===== src/common/uar_pkg.sv =====
// constants, register map and frame type of the asynchronous receiver
// assumes a single 200 MHz clock and an AXI4-Lite register bus
package uar_pkg;
  // ************************************************************
  // bus and register map
  // ************************************************************
  localparam int ADDR_W = 5;
  localparam logic [ADDR_W-1:0] REG_STATUS = 5'h00;
  localparam logic [ADDR_W-1:0] REG_CONTROL = 5'h04;
  localparam logic [ADDR_W-1:0] REG_FORMAT = 5'h08;
  localparam logic [ADDR_W-1:0] REG_DATA = 5'h0c;
  localparam logic [ADDR_W-1:0] REG_BAUD = 5'h10;
  localparam logic [1:0] RESP_OKAY = 2'h0;
  localparam logic [1:0] RESP_SLVERR = 2'h2;

  // ************************************************************
  // field positions
  // ************************************************************
  localparam int ST_RXC = 7;
  localparam int ST_FE = 4;
  localparam int ST_DOR = 3;
  localparam int ST_PE = 2;
  localparam int ST_DSPEED = 1;
  localparam int CT_RX_COMPLETE_IRQ_ENABLE = 7;
  localparam int CT_RECEIVER_ENABLE = 4;
  localparam int CT_RX9 = 1;
  localparam int FM_PEN = 5;
  localparam int FM_PODD = 4;
  localparam int FM_STOP = 3;
  localparam int FM_CSZ_LSB = 0;
  localparam int CSZ_W = 3;

  // ************************************************************
  // reset values and counts
  // ************************************************************
  localparam int BAUD_W = 12;
  localparam logic [BAUD_W-1:0] BAUD_RESET = 12'h000;
  localparam logic [CSZ_W-1:0] CSZ_RESET = 3'h3;
  localparam logic [CSZ_W-1:0] CSZ_NINE = 3'h7;
  localparam logic [3:0] CHAR_BITS_NINE = 4'h9;
  localparam logic [3:0] CHAR_BITS_BASE = 4'h5;
  localparam logic [4:0] OVS_NORMAL = 5'h10;
  localparam logic [4:0] OVS_DOUBLE = 5'h08;
  localparam logic [4:0] SAMPLE_FIRST = 5'h01;
  localparam logic [4:0] VOTE_SPAN = 5'h02;
  localparam int RX_FIFO_DEPTH = 2;

  typedef struct packed {
    logic [8:0] data;
    logic frameError;
    logic overrun;
    logic parityError;
  } uar_frame_t;

  typedef enum logic [2:0] {
    RX_IDLE,
    RX_START,
    RX_DATA,
    RX_PARITY,
    RX_STOP
  } uar_rx_state_t;
endpackage : uar_pkg


===== src/core/uar_rx_fifo.sv =====
// small receive frame buffer with registered head entry
// assumes push is never given while full; head lags storage one cycle
`timescale 1ns/1ps
`default_nettype none
module uar_rx_fifo import uar_pkg::*; #(
  parameter int DEPTH = RX_FIFO_DEPTH
) (
  input wire logic clk, // system clock
  input wire logic nrst, // sync reset, active low
  input wire logic flush, // empties every entry
  input wire logic push, // store pushFrame
  input wire uar_frame_t pushFrame, // frame to store
  input wire logic pop, // drop oldest entry
  output logic full, // no room left
  output uar_frame_t head, // oldest entry, registered
  output logic headValid // head holds an unread frame
);
  localparam int PTR_W = (DEPTH > 1) ? $clog2(DEPTH) : 1;
  localparam int CNT_W = $clog2(DEPTH + 1);
  localparam logic [PTR_W-1:0] LAST = PTR_W'(DEPTH - 1);

  uar_frame_t mem [DEPTH];
  logic [PTR_W-1:0] wrPtr;
  logic [PTR_W-1:0] rdPtr;
  logic [CNT_W-1:0] count;
  logic doPop;

  assign full = (count == CNT_W'(DEPTH));
  assign doPop = pop && (count != '0);

  for (genvar i = 0; i < DEPTH; i++) begin : g_entry
    always_ff @(posedge clk) begin
      if (push && !full && wrPtr == PTR_W'(i)) begin
        mem[i] <= pushFrame;
      end
    end
  end

  always_ff @(posedge clk) begin
    if (!nrst || flush) begin
      wrPtr <= '0;
      rdPtr <= '0;
      count <= '0;
    end else begin
      if (push && !full) begin
        wrPtr <= (wrPtr == LAST) ? '0 : wrPtr + 1'b1;
      end
      if (doPop) begin
        rdPtr <= (rdPtr == LAST) ? '0 : rdPtr + 1'b1;
      end
      count <= count + CNT_W'(push && !full) - CNT_W'(doPop);
    end
  end

  // head and its valid lag together, so software never sees a mix
  always_ff @(posedge clk) begin
    if (!nrst || flush) begin
      head <= '0;
      headValid <= 1'b0;
    end else begin
      head <= mem[rdPtr];
      headValid <= (count != '0);
    end
  end
endmodule : uar_rx_fifo
`default_nettype wire


===== src/core/uar_rx_top.sv =====
// asynchronous serial receiver with AXI4-Lite registers
// assumes rxd is already synchronous to clk; one clock domain
//
// Decided for this implementation: the AXI4-Lite interface to the registers and the placing of the registers.
`timescale 1ns/1ps
`default_nettype none
module uar_rx_top import uar_pkg::*; #(
  parameter int FIFO_DEPTH = RX_FIFO_DEPTH
) (
  input wire logic clk, // system clock
  input wire logic nrst, // sync reset, active low
  input wire logic rxd, // serial receive line
  input wire logic [ADDR_W-1:0] awaddr, // write address
  input wire logic awvalid, // write address valid
  output logic awready, // write address ready
  input wire logic [31:0] wdata, // write data
  input wire logic [3:0] wstrb, // write byte lanes
  input wire logic wvalid, // write data valid
  output logic wready, // write data ready
  output logic [1:0] bresp, // write response
  output logic bvalid, // write response valid
  input wire logic bready, // write response ready
  input wire logic [ADDR_W-1:0] araddr, // read address
  input wire logic arvalid, // read address valid
  output logic arready, // read address ready
  output logic [31:0] rdata, // read data
  output logic [1:0] rresp, // read response
  output logic rvalid, // read data valid
  input wire logic rready, // read data ready
  output logic receiverEnable, // receiver owns the rxd pin
  output logic rxCompleteIrq // receive-complete interrupt request
);
  // ************************************************************
  // configuration registers
  // ************************************************************
  logic rxCompleteIrqEnable;
  logic doubleSpeedSelect;
  logic parityEnableBit;
  logic parityOddSelect;
  logic stopBitCountSelect;
  logic [CSZ_W-1:0] charSizeField;
  logic [BAUD_W-1:0] baudDivisor;

  logic awHeld;
  logic wHeld;
  logic [ADDR_W-1:0] wAddr;
  logic [31:0] wData;
  logic [3:0] wStrb;
  logic doWrite;
  logic [31:0] readWord;
  logic readMapped;
  logic popReq;

  uar_frame_t head;
  uar_frame_t pendFrame;
  logic headValid;
  logic fifoFull;
  logic push;

  assign doWrite = awHeld && wHeld && !bvalid;

  function automatic logic isMapped(input logic [ADDR_W-1:0] a);
    return a == REG_STATUS || a == REG_CONTROL || a == REG_FORMAT ||
           a == REG_DATA || a == REG_BAUD;
  endfunction : isMapped

  // ************************************************************
  // write channel handshake
  // ************************************************************
  always_ff @(posedge clk) begin
    if (!nrst) begin
      awready <= 1'b1;
      wready <= 1'b1;
      awHeld <= 1'b0;
      wHeld <= 1'b0;
      wAddr <= '0;
      wData <= '0;
      wStrb <= '0;
      bvalid <= 1'b0;
      bresp <= RESP_OKAY;
    end else begin
      if (awvalid && awready) begin
        wAddr <= awaddr;
        awHeld <= 1'b1;
        awready <= 1'b0;
      end
      if (wvalid && wready) begin
        wData <= wdata;
        wStrb <= wstrb;
        wHeld <= 1'b1;
        wready <= 1'b0;
      end
      if (doWrite) begin
        bvalid <= 1'b1;
        bresp <= isMapped(wAddr) ? RESP_OKAY : RESP_SLVERR;
        awHeld <= 1'b0;
        wHeld <= 1'b0;
        awready <= 1'b1;
        wready <= 1'b1;
      end else if (bvalid && bready) begin
        bvalid <= 1'b0;
      end
    end
  end

  // ************************************************************
  // register writes
  // ************************************************************
  // error flags and receive-complete are never written here
  always_ff @(posedge clk) begin
    if (!nrst) begin
      rxCompleteIrqEnable <= 1'b0;
      receiverEnable <= 1'b0;
      doubleSpeedSelect <= 1'b0;
      parityEnableBit <= 1'b0;
      parityOddSelect <= 1'b0;
      stopBitCountSelect <= 1'b0;
      charSizeField <= CSZ_RESET;
      baudDivisor <= BAUD_RESET;
    end else if (doWrite) begin
      if (wStrb[0]) begin
        case (wAddr)
          REG_STATUS: doubleSpeedSelect <= wData[ST_DSPEED];
          REG_CONTROL: begin
            rxCompleteIrqEnable <= wData[CT_RX_COMPLETE_IRQ_ENABLE];
            receiverEnable <= wData[CT_RECEIVER_ENABLE];
          end
          REG_FORMAT: begin
            parityEnableBit <= wData[FM_PEN];
            parityOddSelect <= wData[FM_PODD];
            stopBitCountSelect <= wData[FM_STOP];
            charSizeField <= wData[FM_CSZ_LSB +: CSZ_W];
          end
          REG_BAUD: baudDivisor[7:0] <= wData[7:0];
          default: ;
        endcase
      end
      if (wStrb[1] && wAddr == REG_BAUD) begin
        baudDivisor[BAUD_W-1:8] <= wData[BAUD_W-1:8];
      end
    end
  end

  // ************************************************************
  // read channel
  // ************************************************************
  always_comb begin
    readWord = '0;
    readMapped = isMapped(araddr);
    case (araddr)
      REG_STATUS: begin
        readWord[ST_RXC] = headValid;
        readWord[ST_FE] = headValid && head.frameError;
        readWord[ST_DOR] = headValid && head.overrun;
        readWord[ST_PE] = headValid && head.parityError && parityEnableBit;
        readWord[ST_DSPEED] = doubleSpeedSelect;
      end
      REG_CONTROL: begin
        readWord[CT_RX_COMPLETE_IRQ_ENABLE] = rxCompleteIrqEnable;
        readWord[CT_RECEIVER_ENABLE] = receiverEnable;
        readWord[CT_RX9] = headValid && head.data[8];
      end
      REG_FORMAT: begin
        readWord[FM_PEN] = parityEnableBit;
        readWord[FM_PODD] = parityOddSelect;
        readWord[FM_STOP] = stopBitCountSelect;
        readWord[FM_CSZ_LSB +: CSZ_W] = charSizeField;
      end
      REG_DATA: readWord[7:0] = headValid ? head.data[7:0] : 8'h00;
      REG_BAUD: readWord[BAUD_W-1:0] = baudDivisor;
      default: readWord = '0;
    endcase
  end

  assign popReq = arvalid && arready && araddr == REG_DATA && headValid;

  always_ff @(posedge clk) begin
    if (!nrst) begin
      arready <= 1'b1;
      rvalid <= 1'b0;
      rdata <= '0;
      rresp <= RESP_OKAY;
    end else if (arvalid && arready) begin
      arready <= 1'b0;
      rvalid <= 1'b1;
      rdata <= readWord;
      rresp <= readMapped ? RESP_OKAY : RESP_SLVERR;
    end else if (rvalid && rready) begin
      rvalid <= 1'b0;
      arready <= 1'b1;
    end
  end

  // error flags stay out of the request on purpose
  always_ff @(posedge clk) begin
    if (!nrst) begin
      rxCompleteIrq <= 1'b0;
    end else begin
      rxCompleteIrq <= rxCompleteIrqEnable && headValid;
    end
  end

  // ************************************************************
  // sampling and start detection
  // ************************************************************
  uar_rx_state_t state;
  logic tick;
  logic lastRxd;
  logic [1:0] votes;
  logic majority;
  logic [4:0] oversample;
  logic [4:0] voteFirst;
  logic [4:0] voteLast;
  logic [4:0] sampleCnt;
  logic [3:0] bitCnt;
  logic [3:0] charBits;
  logic [8:0] shiftReg;
  logic parityAcc;
  logic parityMismatch;
  logic startDetect;
  logic frameCapture;
  logic atVote;
  logic bitEnd;

  uar_sample_tick u_tick (
    .clk(clk),
    .nrst(nrst),
    .enable(receiverEnable),
    .divisor(baudDivisor),
    .tick(tick)
  );

  assign oversample = doubleSpeedSelect ? OVS_DOUBLE : OVS_NORMAL;
  assign voteFirst = oversample >> 1;
  assign voteLast = voteFirst + VOTE_SPAN;
  assign charBits = (charSizeField == CSZ_NINE) ? CHAR_BITS_NINE :
                    CHAR_BITS_BASE + {2'h0, charSizeField[1:0]};
  // current sample joins the two held ones for the vote
  assign majority = (votes[1] & votes[0]) | (votes[1] & rxd) | (votes[0] & rxd);
  assign atVote = tick && sampleCnt == voteLast;
  assign bitEnd = tick && sampleCnt == oversample;
  assign startDetect = tick && state == RX_IDLE && lastRxd && !rxd;
  assign frameCapture = atVote && state == RX_STOP;

  always_ff @(posedge clk) begin
    if (!nrst || !receiverEnable) begin
      state <= RX_IDLE;
      lastRxd <= 1'b1;
      votes <= '0;
      sampleCnt <= SAMPLE_FIRST;
      bitCnt <= '0;
      shiftReg <= '0;
      parityAcc <= 1'b0;
      parityMismatch <= 1'b0;
    end else if (tick) begin
      lastRxd <= rxd;
      if (sampleCnt >= voteFirst && sampleCnt < voteLast) begin
        votes <= {votes[0], rxd};
      end
      if (state != RX_IDLE) begin
        sampleCnt <= (sampleCnt == oversample) ? SAMPLE_FIRST : sampleCnt + 1'b1;
      end
      case (state)
        RX_IDLE: begin
          if (lastRxd && !rxd) begin
            state <= RX_START;
            sampleCnt <= SAMPLE_FIRST + 1'b1;
          end
        end
        RX_START: begin
          if (sampleCnt == voteLast && majority) begin
            state <= RX_IDLE;
          end else if (sampleCnt == oversample) begin
            state <= RX_DATA;
            bitCnt <= '0;
            shiftReg <= '0;
            parityAcc <= 1'b0;
            // stale result must not leak if parity is enabled mid-frame
            parityMismatch <= 1'b0;
          end
        end
        RX_DATA: begin
          if (sampleCnt == voteLast) begin
            shiftReg <= {majority, shiftReg[8:1]};
            parityAcc <= parityAcc ^ majority;
            bitCnt <= bitCnt + 1'b1;
          end
          if (sampleCnt == oversample && bitCnt == charBits) begin
            state <= parityEnableBit ? RX_PARITY : RX_STOP;
          end
        end
        RX_PARITY: begin
          if (sampleCnt == voteLast) begin
            parityMismatch <= parityAcc ^ majority ^ parityOddSelect;
          end
          if (sampleCnt == oversample) begin
            state <= RX_STOP;
          end
        end
        RX_STOP: begin
          // leave at the vote so a start may follow at once
          if (sampleCnt == voteLast) begin
            state <= RX_IDLE;
          end
        end
        default: state <= RX_IDLE;
      endcase
    end
  end

  // ************************************************************
  // completed frame and overrun tracking
  // ************************************************************
  logic pending;
  logic overrunLatch;
  uar_frame_t newFrame;

  always_comb begin
    newFrame.data = 9'(shiftReg >> (CHAR_BITS_NINE - charBits));
    newFrame.frameError = !majority;
    newFrame.overrun = 1'b0;
    newFrame.parityError = parityEnableBit && parityMismatch;
  end

  assign push = pending && !fifoFull;

  always_ff @(posedge clk) begin
    if (!nrst || !receiverEnable) begin
      pending <= 1'b0;
      pendFrame <= '0;
      overrunLatch <= 1'b0;
    end else begin
      if (push) begin
        pending <= 1'b0;
        overrunLatch <= 1'b0;
      end
      if (frameCapture) begin
        pending <= 1'b1;
        pendFrame <= newFrame;
      end
      // a new start while the buffer is full wins over the clear
      if (startDetect && pending && fifoFull) begin
        overrunLatch <= 1'b1;
      end
    end
  end

  uar_frame_t pushFrame;
  always_comb begin
    pushFrame = pendFrame;
    pushFrame.overrun = overrunLatch;
  end

  uar_rx_fifo #(
    .DEPTH(FIFO_DEPTH)
  ) u_fifo (
    .clk(clk),
    .nrst(nrst),
    .flush(!receiverEnable),
    .push(push),
    .pushFrame(pushFrame),
    .pop(popReq),
    .full(fifoFull),
    .head(head),
    .headValid(headValid)
  );
endmodule : uar_rx_top
`default_nettype wire


===== src/core/uar_sample_tick.sv =====
// oversampling tick divider: one pulse every divisor+1 clocks
// assumes divisor is static while enabled
`timescale 1ns/1ps
`default_nettype none
module uar_sample_tick import uar_pkg::*; (
  input wire logic clk, // system clock
  input wire logic nrst, // sync reset, active low
  input wire logic enable, // counts only while high
  input wire logic [BAUD_W-1:0] divisor, // period minus one
  output logic tick // one-cycle sample strobe
);
  logic [BAUD_W-1:0] count;

  always_ff @(posedge clk) begin
    if (!nrst || !enable) begin
      count <= BAUD_RESET;
      tick <= 1'b0;
    end else if (count >= divisor) begin
      count <= BAUD_RESET;
      tick <= 1'b1;
    end else begin
      count <= count + 1'b1;
      tick <= 1'b0;
    end
  end
endmodule : uar_sample_tick
`default_nettype wire


===== config.mk =====
export PLATFORM = sky130hd
export DESIGN_NAME = uar_rx_top
export DESIGN_NICKNAME = d
export VERILOG_FILES = /design/src/common/uar_pkg.sv /design/src/core/uar_rx_fifo.sv /design/src/core/uar_rx_top.sv /design/src/core/uar_sample_tick.sv
export SDC_FILE = /design/constraint.sdc
export NUM_CORES = 1
export LEC_CHECK = 0
export BUFFER_PORTS_ARGS = -buffer_cell sky130_fd_sc_hd__buf_4
export CAP_MARGIN = 40
export CELL_PAD_IN_SITES_DETAIL_PLACEMENT = 1
export CELL_PAD_IN_SITES_GLOBAL_PLACEMENT = 2
export CORE_MARGIN = 2
export CORE_UTILIZATION = 39
export DETAILED_ROUTE_END_ITERATION = 10
export PLACE_DENSITY = 0.89
export SLEW_MARGIN = 20
export SYNTH_ARGS = -nofsm -noshare
export SYNTH_HDL_FRONTEND = slang
export SYNTH_SLANG_ARGS = --single-unit

===== constraint.sdc =====
create_clock -name clk -period 4.7 [get_ports clk]
set_clock_uncertainty 0.2 [all_clocks]
set_input_delay 0.47 -clock clk [delete_from_list [all_inputs] [get_ports clk]]
set_output_delay 0.47 -clock clk [all_outputs]
set_load 0.01 [all_outputs]

### Yosys cells after proc, flatten, opt, wreduce, memory -nomap -nowiden

Memories as Yosys holds them, arrays and structs flattened. A register that Yosys moved wholly into a read port is not among the register bits.
Cells that the tools add are included.

| word-level totals | value |
|---|---|
| input bits | 54 |
| register bits | 121 |
| memories kept | 1 |
| output and inout bits | 43 |
| RAM bits | 24 |

| cells by class | value |
|---|---|
| multiplexer cells | 58 |
| $add $sub $neg | 10 |
| reduce and logical (&&, ||, !) cells | 71 |
| equal/unequal tests | 26 |
| bitwise operators | 9 |
| $lt $le $gt $ge | 3 |
| shifts and indexed selects | 1 |

Memories:

| name | words | width | rd ports | clocked after Yosys merged registers in | wr ports | line | RTL |
|---|---|---|---|---|---|---|---|
| u_fifo.mem | 2 | 12 | 1 | 1 | 1 | uar_rx_fifo.sv:22 | `uar_frame_t mem [DEPTH];` |

Operators by type and width:

| kind | number |
|---|---|
| $logic_and A1 B1 Y1 | 33 |
| $mux W9 | 3 |
| $mux W5 | 5 |
| $mux W1 | 22 |
| $mux W3 | 7 |
| $eq A5 B4 Y1 const B | 4 |
| $mux W4 | 5 |
| $pmux W9 S2 | 1 |
| $pmux W3 S5 | 1 |
| $ne A2 B2 Y1 const B | 7 |
| $reduce_bool A2 Y1 | 7 |
| $add A12 B1 Y12 const B | 1 |
| $ge A12 B12 Y1 | 1 |
| $mux W12 | 1 |
| $reduce_and A3 Y1 | 4 |
| $reduce_or A12 Y1 | 1 |
| $eq A5 B3 Y1 const B | 2 |
| $eq A5 B5 Y1 | 2 |
| $eq A5 B5 Y1 const B | 2 |
| $logic_not A5 Y1 | 2 |
| $pmux W1 S5 | 2 |
| $reduce_and A5 Y1 | 2 |
| $logic_or A1 B1 Y1 | 9 |
| $shr A9 B4 Y9 | 1 |
| other kinds (34) | 53 |

### Longest topological paths before layout

Gate-level depths: netlist of run 1.

| logic depth | value |
|---|---|
| depth in word-level cells | 9 |
| depth in mapped cells | 9 |

### Hierarchy

From an unflattened synthesis of run 1, not the netlist that was laid out.

| second synthesis, totals | value |
|---|---|
| cells, all modules | 763 |
| area, all modules | 7174.4 µm² |

By module, submodules not included:

| module | seq. area each (µm²) | instances | area each (µm²) | cells each |
|---|---|---|---|---|
| uar_rx_top | 2021.9 | 1 | 4874.7 | 570 |
| uar_rx_fifo | 1061.0 | 1 | 1395.1 | 93 |
| uar_sample_tick | 260.2 | 1 | 904.6 | 100 |

### Least setup slack after synthesis of run 1

Ideal clock, no wire load.

| timing | value |
|---|---|
| kind | register to register |
| start | register doubleSpeedSelect |
| end | register bitCnt[2] |
| arrival | 2.264 ns |
| slack | 2.166 ns |
| cell stages (with the launch flop) | 7 |
| setup time | 0.070 ns |
| path buffers | 0 |
| period minus slack after synthesis | 2.534 ns |
| path through | dfxtp_1 > ha_1 > or3b_4 > or4b_4 > a211o_1 > or3_1 > a21oi_1 |

| between the ends | value |
|---|---|
| cells in the longest elaborated chain, start to end | 6 |
| elaborated cells on any way between the ends | 9 |
| classes of those cells | add/sub (1); eq/ne (5); mux (1); reduce/logical (2) |

RTL lines:

| item | line | RTL |
|---|---|---|
| from (decl) | uar_rx_top.sv:37 | `logic doubleSpeedSelect;` |
| from (signal assigned) | uar_rx_top.sv:123 | `REG_STATUS: doubleSpeedSelect <= wData[ST_DSPEED];` |
| $mux W5 (*) | uar_rx_top.sv:233 | `assign oversample = doubleSpeedSelect ? OVS_DOUBLE : OVS_NORMAL;` |
| $add A4 B2 Y5 | uar_rx_top.sv:235 | `assign voteLast = voteFirst + VOTE_SPAN;` |
| $eq A5 B5 Y1 | uar_rx_top.sv:271, uar_rx_top.sv:283 |  |
| $logic_and A1 B1 Y1 | uar_rx_top.sv:271 | `if (sampleCnt == voteLast && majority) begin` |
| $ne A2 B2 Y1 (no source line) | -- |  |
| $reduce_and A5 Y1 (no source line) (*) | -- |  |
| to (signal assigned) | uar_rx_top.sv:286 | `bitCnt <= bitCnt + 1'b1;` |
| to (decl) | uar_rx_top.sv:215 | `logic [3:0] bitCnt;` |

Every way passes the cells marked *; elsewhere a longest branch is shown, timed or not.
A chain may end at the register's enable or synchronous reset.

### Final worst setup path of run 1

Ends and elaborated chain as after synthesis.

==> summary.md, run 1 <==
In this run switching power makes up 21.3% of total power. In the final layout, the multi-input gates occupy 3480 sq um. The tools report the routed wire length as 17.6 mm. The average cell area after synthesis was 9.36 sq um; the storage element area was 3340 sq um.

The final weighted congestion in routability-driven placement was 0.823. The tools report the core area as 18000 sq um. The flow ran to the end, and the final reports show no timing, DRC or antenna violations. The run gives 12.9 mm as the post-detailed-placement half-perimeter wirelength. After the first detailed-routing iteration, the DRC count stood at 231. The most used flip-flop cell after synthesis is dfxtp_1. The clock-pin transition on the worst setup and hold timing paths was 0.06 ns; the share of flip-flops with an asynchronous set or reset was 0%. Setup violations remaining at the end of the flow were counted as 0. Data arrives at the worst endpoint at 2.92 ns. Setup repair after global routing left no endpoint under its margin. The count of boundary I/O pins was 97; the number of buffers inserted to repair setup after CTS was 0. The share of layout cells above drive strength 1 works out to 11.8%.

Clock tree synthesis selected as its root buffer the cell clkbuf_16. The design internal power is 2.24 mW, and the number of nets in the final layout is 880. The worst setup slack before clock tree synthesis is 1.74 ns. The flip-flop and latch count after synthesis is 155, and the total number of placement rows is 49. The worst path meets setup with 1.94 ns of slack.

For this run, design rule violations remaining after detail routing come to 0. Port buffering added 52 buffers. The run gives 5628 as the via count of the first global-routing pass.

The die is 139 um tall. Power share of the combinational group: 3.8%. The path class of the tightest hold or removal check is in -> reg. For the pin with the worst max-slew slack, the measured transition is 0.728 ns.

The power density over the cells is 345 nW/um^2, and the relative contribution of sequential cells to total power is 48.4%. The tools report the timing-limited maximum frequency as 362 MHz. The kind of capture point of the worst setup path is a flip-flop. After routing the design area is 8230 sq um. The floorplan step defined a die boundary enclosing 19500 sq um.

The area added between synthesis and finish was 14.9%; the static power due to leakage was 3.03 nW. The total overflow left after global routing is 0. Across the VDD grid, the largest voltage drop is 0.000260 V. The first global-routing pass estimated 29.0 mm of wire. Minimum clock period: 2.76 ns. Worst relative slew slack: 51.4%.

Number of instances resized during post-cts repair: 0. The tools report the total standard cell area after synthesis as 7160 sq um. Entering global routing, the biggest net connects 66 pins.

The overall track demand over capacity in global routing was 18.7%. Of all cell types, the one taking the most synthesized area is dfxtp_1. For the share of power burned in the clock network, the log shows 47.8%. The final-layout fill cell count is 2056, and the detailed-route wire length per cell is 16.9 um. The type of element launching the critical path is a flip-flop. The number of buffers created by CTS came out at 17. For this run, the detailed router's first-pass iteration total came to 4. The logs give 765 for the synthesized instance count and 5434 for the total vias in the final route. The initial utilization of the core area, before any placement, comes to 39.9%. For this design, the CTS-stage hold fixing added 0 buffers. From left edge to right edge, the die measures 139 um.

The worst setup path is of the reg -> reg kind. In this run the worst path has a maximum fanout of 5. The logs give 4.86 ns for the required time at the worst-slack endpoint and 0 for the count of pins over their slew limit. Number of hold violations in the final report: 0.

The clock net in this run drives a total of 155 sinks. The number of synthesized flops with an enable pin came out at 24. Number of vias per cell: 5.21. Once placement finished, the instance area stood at 7640 sq um. Initial antenna violation count: 0. The accumulated negative setup slack came out at 0 ns. The repair_antennas step left the layout with diodes totalling 0. The total chip power came out at 2.84 mW. The run gives 4 as the maximum level of the CTS H-tree.

Yosys attributes the largest share of cell area to dfxtp_1, edfxtp_1, mux2i_1. TritonCTS built the clock tree. For this run, the number of Yosys warnings is 0. For the number of nets still failing antenna checks after routing, the log shows 0. For the portion of the post-synthesis area used by sequential elements, the log shows 46.7%. Summed over all nets, the switching power comes to 0.604 mW. Of the post-synthesis cell area, the dominant cell type holds 36.6%. The worst path uses 58.8% of the clock period. The logs give 2 for the maximum buffer depth of the clock tree and 0 for the count of maximum capacitance violations. The netlist uses 60 different library cells. The clock latency at the later pin of the worst-skew pair was 0.43 ns.
==> worst paths after layout <==
check	end	slack, ns	startpoint	cells past startpoint
setup / recovery	bitCnt[2]	1.94	doubleSpeedSelect	6
hold / removal	wready	0.06	wvalid	2
hold reg to reg	u_fifo.mem[1][3]	0.25	pendFrame[3]	0
setup reg to reg	bitCnt[2]	1.94	doubleSpeedSelect	6
==> critical path, cell delays in order (launching register included) <==
cell     delay [ns]
dfxtp_1        0.44
ha_1           0.30
or3b_4         0.42
or4b_4         0.51
a211o_1        0.36
or3_1          0.33
a21oi_1        0.13
==> final cells by class <==
| class | count | share of cell area [%] |
|---|---|---|
| clock buffer | 24 | 5.98 |
| inverter | 28 | 1.28 |
| timing repair buffer | 58 | 5.29 |
| clock inverter | 7 | 1.09 |
| sequential | 155 | 40.6 |
| tap | 229 | 3.48 |
| multi-input combinational | 542 | 42.2 |
==> cells in the final DEF, fill, tap and decap left out, types with 7 or more instances in the layout <==
cell	n
dfxtp_1	131
nand2_1	82
nor2_1	72
buf_4	57
mux2i_1	56
nand3_1	33
o21ai_0	29
inv_1	28
a21boi_0	27
a21oi_1	26
nor2b_1	25
ha_1	24
edfxtp_1	24
conb_1	22
clkbuf_16	17
xnor2_1	14
nor3_1	13
and2_1	9
nand2b_1	9
xor2_1	9
and3_1	7
==> Yosys cell counts, types with 3 or more instances <==
| master | count |
|---|---|
| dfxtp_1 | 131 |
| nand2_1 | 82 |
| nor2_1 | 72 |
| mux2i_1 | 56 |
| clkbuf_1 | 35 |
| nand3_1 | 33 |
| o21ai_0 | 29 |
| inv_1 | 28 |
| a21boi_0 | 27 |
| a21oi_1 | 26 |
| nor2b_1 | 25 |
| edfxtp_1 | 24 |
| ha_1 | 24 |
| buf_4 | 22 |
| xnor2_1 | 14 |
| nor3_1 | 13 |
| and2_1 | 9 |
| nand2b_1 | 9 |
| xor2_1 | 9 |
| and3_1 | 7 |
| a211oi_1 | 6 |
| nand4_1 | 6 |
| nor3b_1 | 6 |
| o211ai_1 | 6 |
| a221oi_1 | 5 |
| nor4_1 | 5 |
| a22oi_1 | 4 |
| mux4_2 | 4 |
| a21o_1 | 3 |
| o22ai_1 | 3 |
| or3_1 | 3 |
==> logic make-up (layout without fill, tap and decap cells) <==
family                   count (synthesis)  in the layout  synth area share, %
AO/OA/AOI/OAI                          127            127                 11.8
XOR/XNOR                                23             23                 2.81
other                                    1             22               0.0524
AND/OR/NAND/NOR                        285            285                 19.4
buffers and inverters                   89            117                 5.85
multiplexers                            60             60                 9.09
adder cells (fa/ha/maj)                 25             25                 4.33
flip-flops                             155            155                 46.7
==> state kept, by name, indices dropped and copies added, names as in the netlist, 2 cells and up <==
signal / cells
wStrb: 2
rdata: 12
baudDivisor: 12
u_fifo.count: 2
wAddr: 5
u_fifo.head: 12
wData: 12
pendFrame: 11
bitCnt: 4
u_tick.count: 12
votes: 2
sampleCnt: 5
u_fifo.mem: 24
shiftReg: 9
charSizeField: 3
state: 3
==> per-stage QoR <==
step	util, %	hold slack, ns	std cells
global placement	42.5	0.234	1010
CTS	45.8	0.0459	1042
detailed placement	42.5	0.244	1011
finish	45.8	0.0591	1043
floorplan	-	0.220	786
global route	45.8	0.0580	1043
==> power groups by stage <==
stage	sequential, mW	clock (mW)	combinational [mW]
finish	1.38	1.36	0.108
global route	1.38	1.45	0.120
CTS	1.38	1.38	0.109
detailed placement	1.40	0	0.109
global placement	1.40	0	0.105
floorplan	1.40	0	0.0765
==> per-layer routing <==
layer	vias to the layer above	GRT usage, %	part of all wire [%]	routed length (um)
met5	-	0	0	0
met2	81	32.5	50	8800
met3	22	4.37	3.0	532
met1	2638	23.0	45	8000
met4	0	5.90	1.7	304
li1	2693	-	-	-
Power figures use the tool's default switching activity.
==> run 2, diff against run 1 <==
Settings changed: ABC_AREA set to 1, CORE_UTILIZATION 39 to 33, PLACE_DENSITY 0.89 to 0.82.
Clock period 4.7 ns to 2.85 ns, I/O delays scaled along.
==> run 2 against run 1 <==
  * Critical path depth is 4 higher
  * Combinational power is 130% higher
  * Power rose by 66%
  * Routed wire length up 4.9%
==> summary.md, run 2 <==
The total number of placement rows is 53 (+8.2%). Tracing the worst setup path back leads to its startpoint at doubleSpeedSelect. The post-route worst setup slack is 0.508 ns (-1.43 ns), and the core area is 21000 sq um (+17%).

Number of nets still failing antenna checks after routing: 0 (unchanged). The maximum level of the CTS H-tree was 4 (unchanged). The commonest cells after synthesis are nand2_1, dfxtp_1, nor2_1. The minimum clock period was 2.34 ns (-0.420 ns); the share of Yosys cell area claimed by the top area cell type was 37.2% (+0.61 points). Setup repair after global routing left no endpoint under its margin. The run gives 0 (unchanged) as the count of maximum capacitance violations.

The final-layout fill cell count came out at 2571 (+25%). The die width came out at 150 um (+7.6%). The distinct cell type count after synthesis came out at 41 (-32%). The die span in y came out at 150 um (+7.6%). The share of layout cells above drive strength 1 came out at 11.7% (-0.094 points). The number of hold violations in the final report came out at 0 (unchanged). Longest individual stage delay on the worst path: 0.43 ns (-0.08 ns). The number of vias per cell was 4.74 (-9.0%).

The run gives 427 MHz (+18%) as the timing-limited maximum frequency. The via count of the first global-routing pass came out at 6047 (+7.4%). The worst register-to-register path ends at shiftReg[0].

The worst setup slack before clock tree synthesis was 0.468 ns (-1.27 ns); the overall track demand over capacity in global routing was 17.3% (-1.4 points). The area added between synthesis and finish is 19.6%. The number of nets in the final layout is 1065 (+21%). Clock-pin transition on the worst setup and hold timing paths: 0.06 ns (about the same). The share of the cycle needed by the critical path after routing was 82.2% (+23 points); the total vias in the final route was 6044 (+11%). The dominant synthesized flop cell is dfxtp_1.

Capturing element of the worst setup path: shiftReg[0]. The setup slack on the worst flop-to-flop path was 0.51 ns (-1.43 ns); the number of port buffers was 52 (unchanged). The top register by number of flip-flops was u_fifo.mem. By area the synthesized netlist is led by dfxtp_1, edfxtp_1, nand2_1. The run finished with clean final reports. Maximum fanout along the worst path: 23 (+18). The maximum buffer depth of the clock tree was 2 (unchanged).

For the number of DRC markers in iteration 0, the log shows 250 (+8.2%). The largest total area in the synthesized netlist belongs to dfxtp_1. The number of flip-flops under the largest register name is 24 (unchanged). Total standard cell area after synthesis: 7040 sq um (-1.6%). Type of element launching the critical path: a flip-flop. The antenna diode count came out at 0 (unchanged). The critical path's slowest cell is dfxtp_1. The met2 layer wire length in the routed design was 9.17 mm (+4.2%). Uppermost layer routed: met4.

The final weighted congestion in routability-driven placement was 0.775 (-5.8%). The logs give 4 (unchanged) for the first-pass iteration count of the detailed router and 0 (unchanged) for the DRC violation count after routing. The routed length on met3 is 685 um (+29%), and the number of warnings printed during yosys synthesis is 0 (unchanged).

The run gives 44 (-33%) as the maximum number of pins on one net before global-route repair. The kind of capture point of the worst setup path was a flip-flop. The logs give 0.43 ns (about the same) for the clock latency at the later pin of the worst-skew pair and 63.1% (+12 points) for the worst relative slew slack. The effective utilization at floorplan came out at 33.6% (-6.2 points).

The worst register-to-register path begins at doubleSpeedSelect. The path depth of the worst reg2reg path came out at 10 (+4). The count of pins over their slew limit was 0 (unchanged); the global-route wire length before repair was 30.4 mm (+4.8%). The final global-route overflow total is 0 (unchanged). The startpoint-to-endpoint class of the critical path is reg -> reg. The power density over the cells works out to 559 nW/um^2 (+62%). The portion of the post-synthesis area used by sequential elements came out at 47.5% (+0.77 points). The startpoint of the tightest hold check path was nrst. The wire length the detailed router placed on met1 came out at 8.44 mm (+5.5%).

The tools report the synthesized instance count as 911 (+19%). TritonCTS built the clock tree. The tightest min-delay check is of the in -> reg type. The tools report the routed wire length as 18.5 mm (+4.9%). The required time at the worst-slack endpoint came out at 3.00 ns (-1.86 ns). Detailed-route wire length per cell: 14.5 um (-14%). The run gives 22500 sq um (+16%) as the area enclosed by the die boundary.

The transition at the pin with the smallest max-transition slack was 0.552 ns (-0.176 ns); the number of buffers created by CTS was 17 (unchanged). The critical path arrival came out at 2.50 ns (-0.42 ns). The tools report the post-detailed-placement half-perimeter wirelength as 13.2 mm (+2.5%). The signal on the critical path passes through inv_1 > ha_1 > nand2_2 > nor2_2 > nand2_2 > a21oi_4 > nand3_4 > inv_1 > nand2_1 > a21oi_1. The logs give 0 (unchanged) for the total of endpoints with negative setup slack in the final report and 155 (unchanged) for the number of sinks driven by the clock tree. Dominant cell by count in the synthesized netlist: nand2_1. The flip-flop and latch count after synthesis is 155 (unchanged). The accumulated negative setup slack is 0 ns (unchanged). The library cell used most frequently in the layout, excluding fill and tap cells, is nand2_1. The number of synthesized flops with an enable pin was 24 (unchanged); the average cell area after synthesis was 7.73 sq um (-17%). The cell depth of the worst hold path is 3 (+1), and the count of boundary I/O pins is 97 (unchanged).

The share of flip-flops with an asynchronous set or reset was 0% (unchanged). The tools report the static power due to leakage as 3.42 nW (+13%). Largest voltage drop on the vdd net: 0.000358 V (+37%). The top cell types in the final layout, fill and taps aside, are nand2_1, dfxtp_1, nor2_1. The initial antenna violation count was 0 (unchanged). The cell sitting at the root of the clock tree is a clkbuf_16.
## run 2: cell type report
cell class                      count  area (sq um)  share of cell area (%)
Tap cell                          275           344                    4.08
Timing Repair Buffer               84           686                    8.14
Clock inverter                     15           131                    1.56
Multi-Input combinational cell    632          3130                    37.2
Clock buffer                       17           425                    5.05
Inverter                           97           364                    4.32
Sequential cell                   155          3340                    39.7
## run 2: routing by layer
metal,global-route usage (%),vias to the layer above
met5,0,-
met4,4.86,0
met3,4.03,13
met2,30.3,83
met1,21.3,2855
li1,-,3093
## run 2: what timing repair did
action | 4_1_cts | 5_1_grt
resized for setup | 0 | 0
hold buffers | 22 | 0
endpoints found under the hold margin | 24 | 0
buffers inserted | 0 | 0
endpoints found under the setup margin | 0 | 0
## run 2: power breakdown
group          leakage [nW]  internal (mW)  switching [mW]
sequential             1.23           2.26          0.0269
clock                 0.277           1.27           0.909
combinational          1.92          0.105           0.140
total                  3.42           3.63            1.08
## run 2: worst min path at each step
stage / to / slack [ns]
6_report: wAddr[2] / 0.07
3_5_place_dp: u_fifo.mem[0][4] / 0.24
2_1_floorplan: lastRxd / 0.21
5_1_grt: wData[0] / 0.08
3_3_place_gp: u_fifo.mem[1][4] / 0.23
4_1_cts: wAddr[2] / 0.05
## run 2: logic make-up after synthesis
group,after synthesis,synth area share [%]
xor gates and xnor gates,14,1.74
AOI/OAI and AO/OA,187,14.0
adders and majority gates,24,4.26
and+or+nand+nor,385,23.3
other,1,0.0532
buffers and inverters,145,9.20
DFF,155,47.5
## run 2: per-stage QoR
step | cell area (sq um) | util [%] | hold slack [ns] | power [mW] | cells
finish | 8420 | 40.2 | 0.0698 | 4.71 | 1275
global route | 8420 | 40.2 | 0.0786 | 4.90 | 1275
CTS | 8420 | 40.2 | 0.0528 | 4.78 | 1275
detailed placement | 7650 | 36.5 | 0.239 | 2.55 | 1221
global placement | 7650 | 36.5 | 0.231 | 2.54 | 1221
floorplan | 7120 | - | 0.211 | 2.47 | 932
## run 2: critical path: cells and delay by family (launching register included)
kind	cells	cell delay (ns)
adders and majority gates	1	0.35
buffers and inverters	2	0.36
AOI/OAI and AO/OA	2	0.31
and+or+nand+nor	5	0.63
DFF	1	0.43
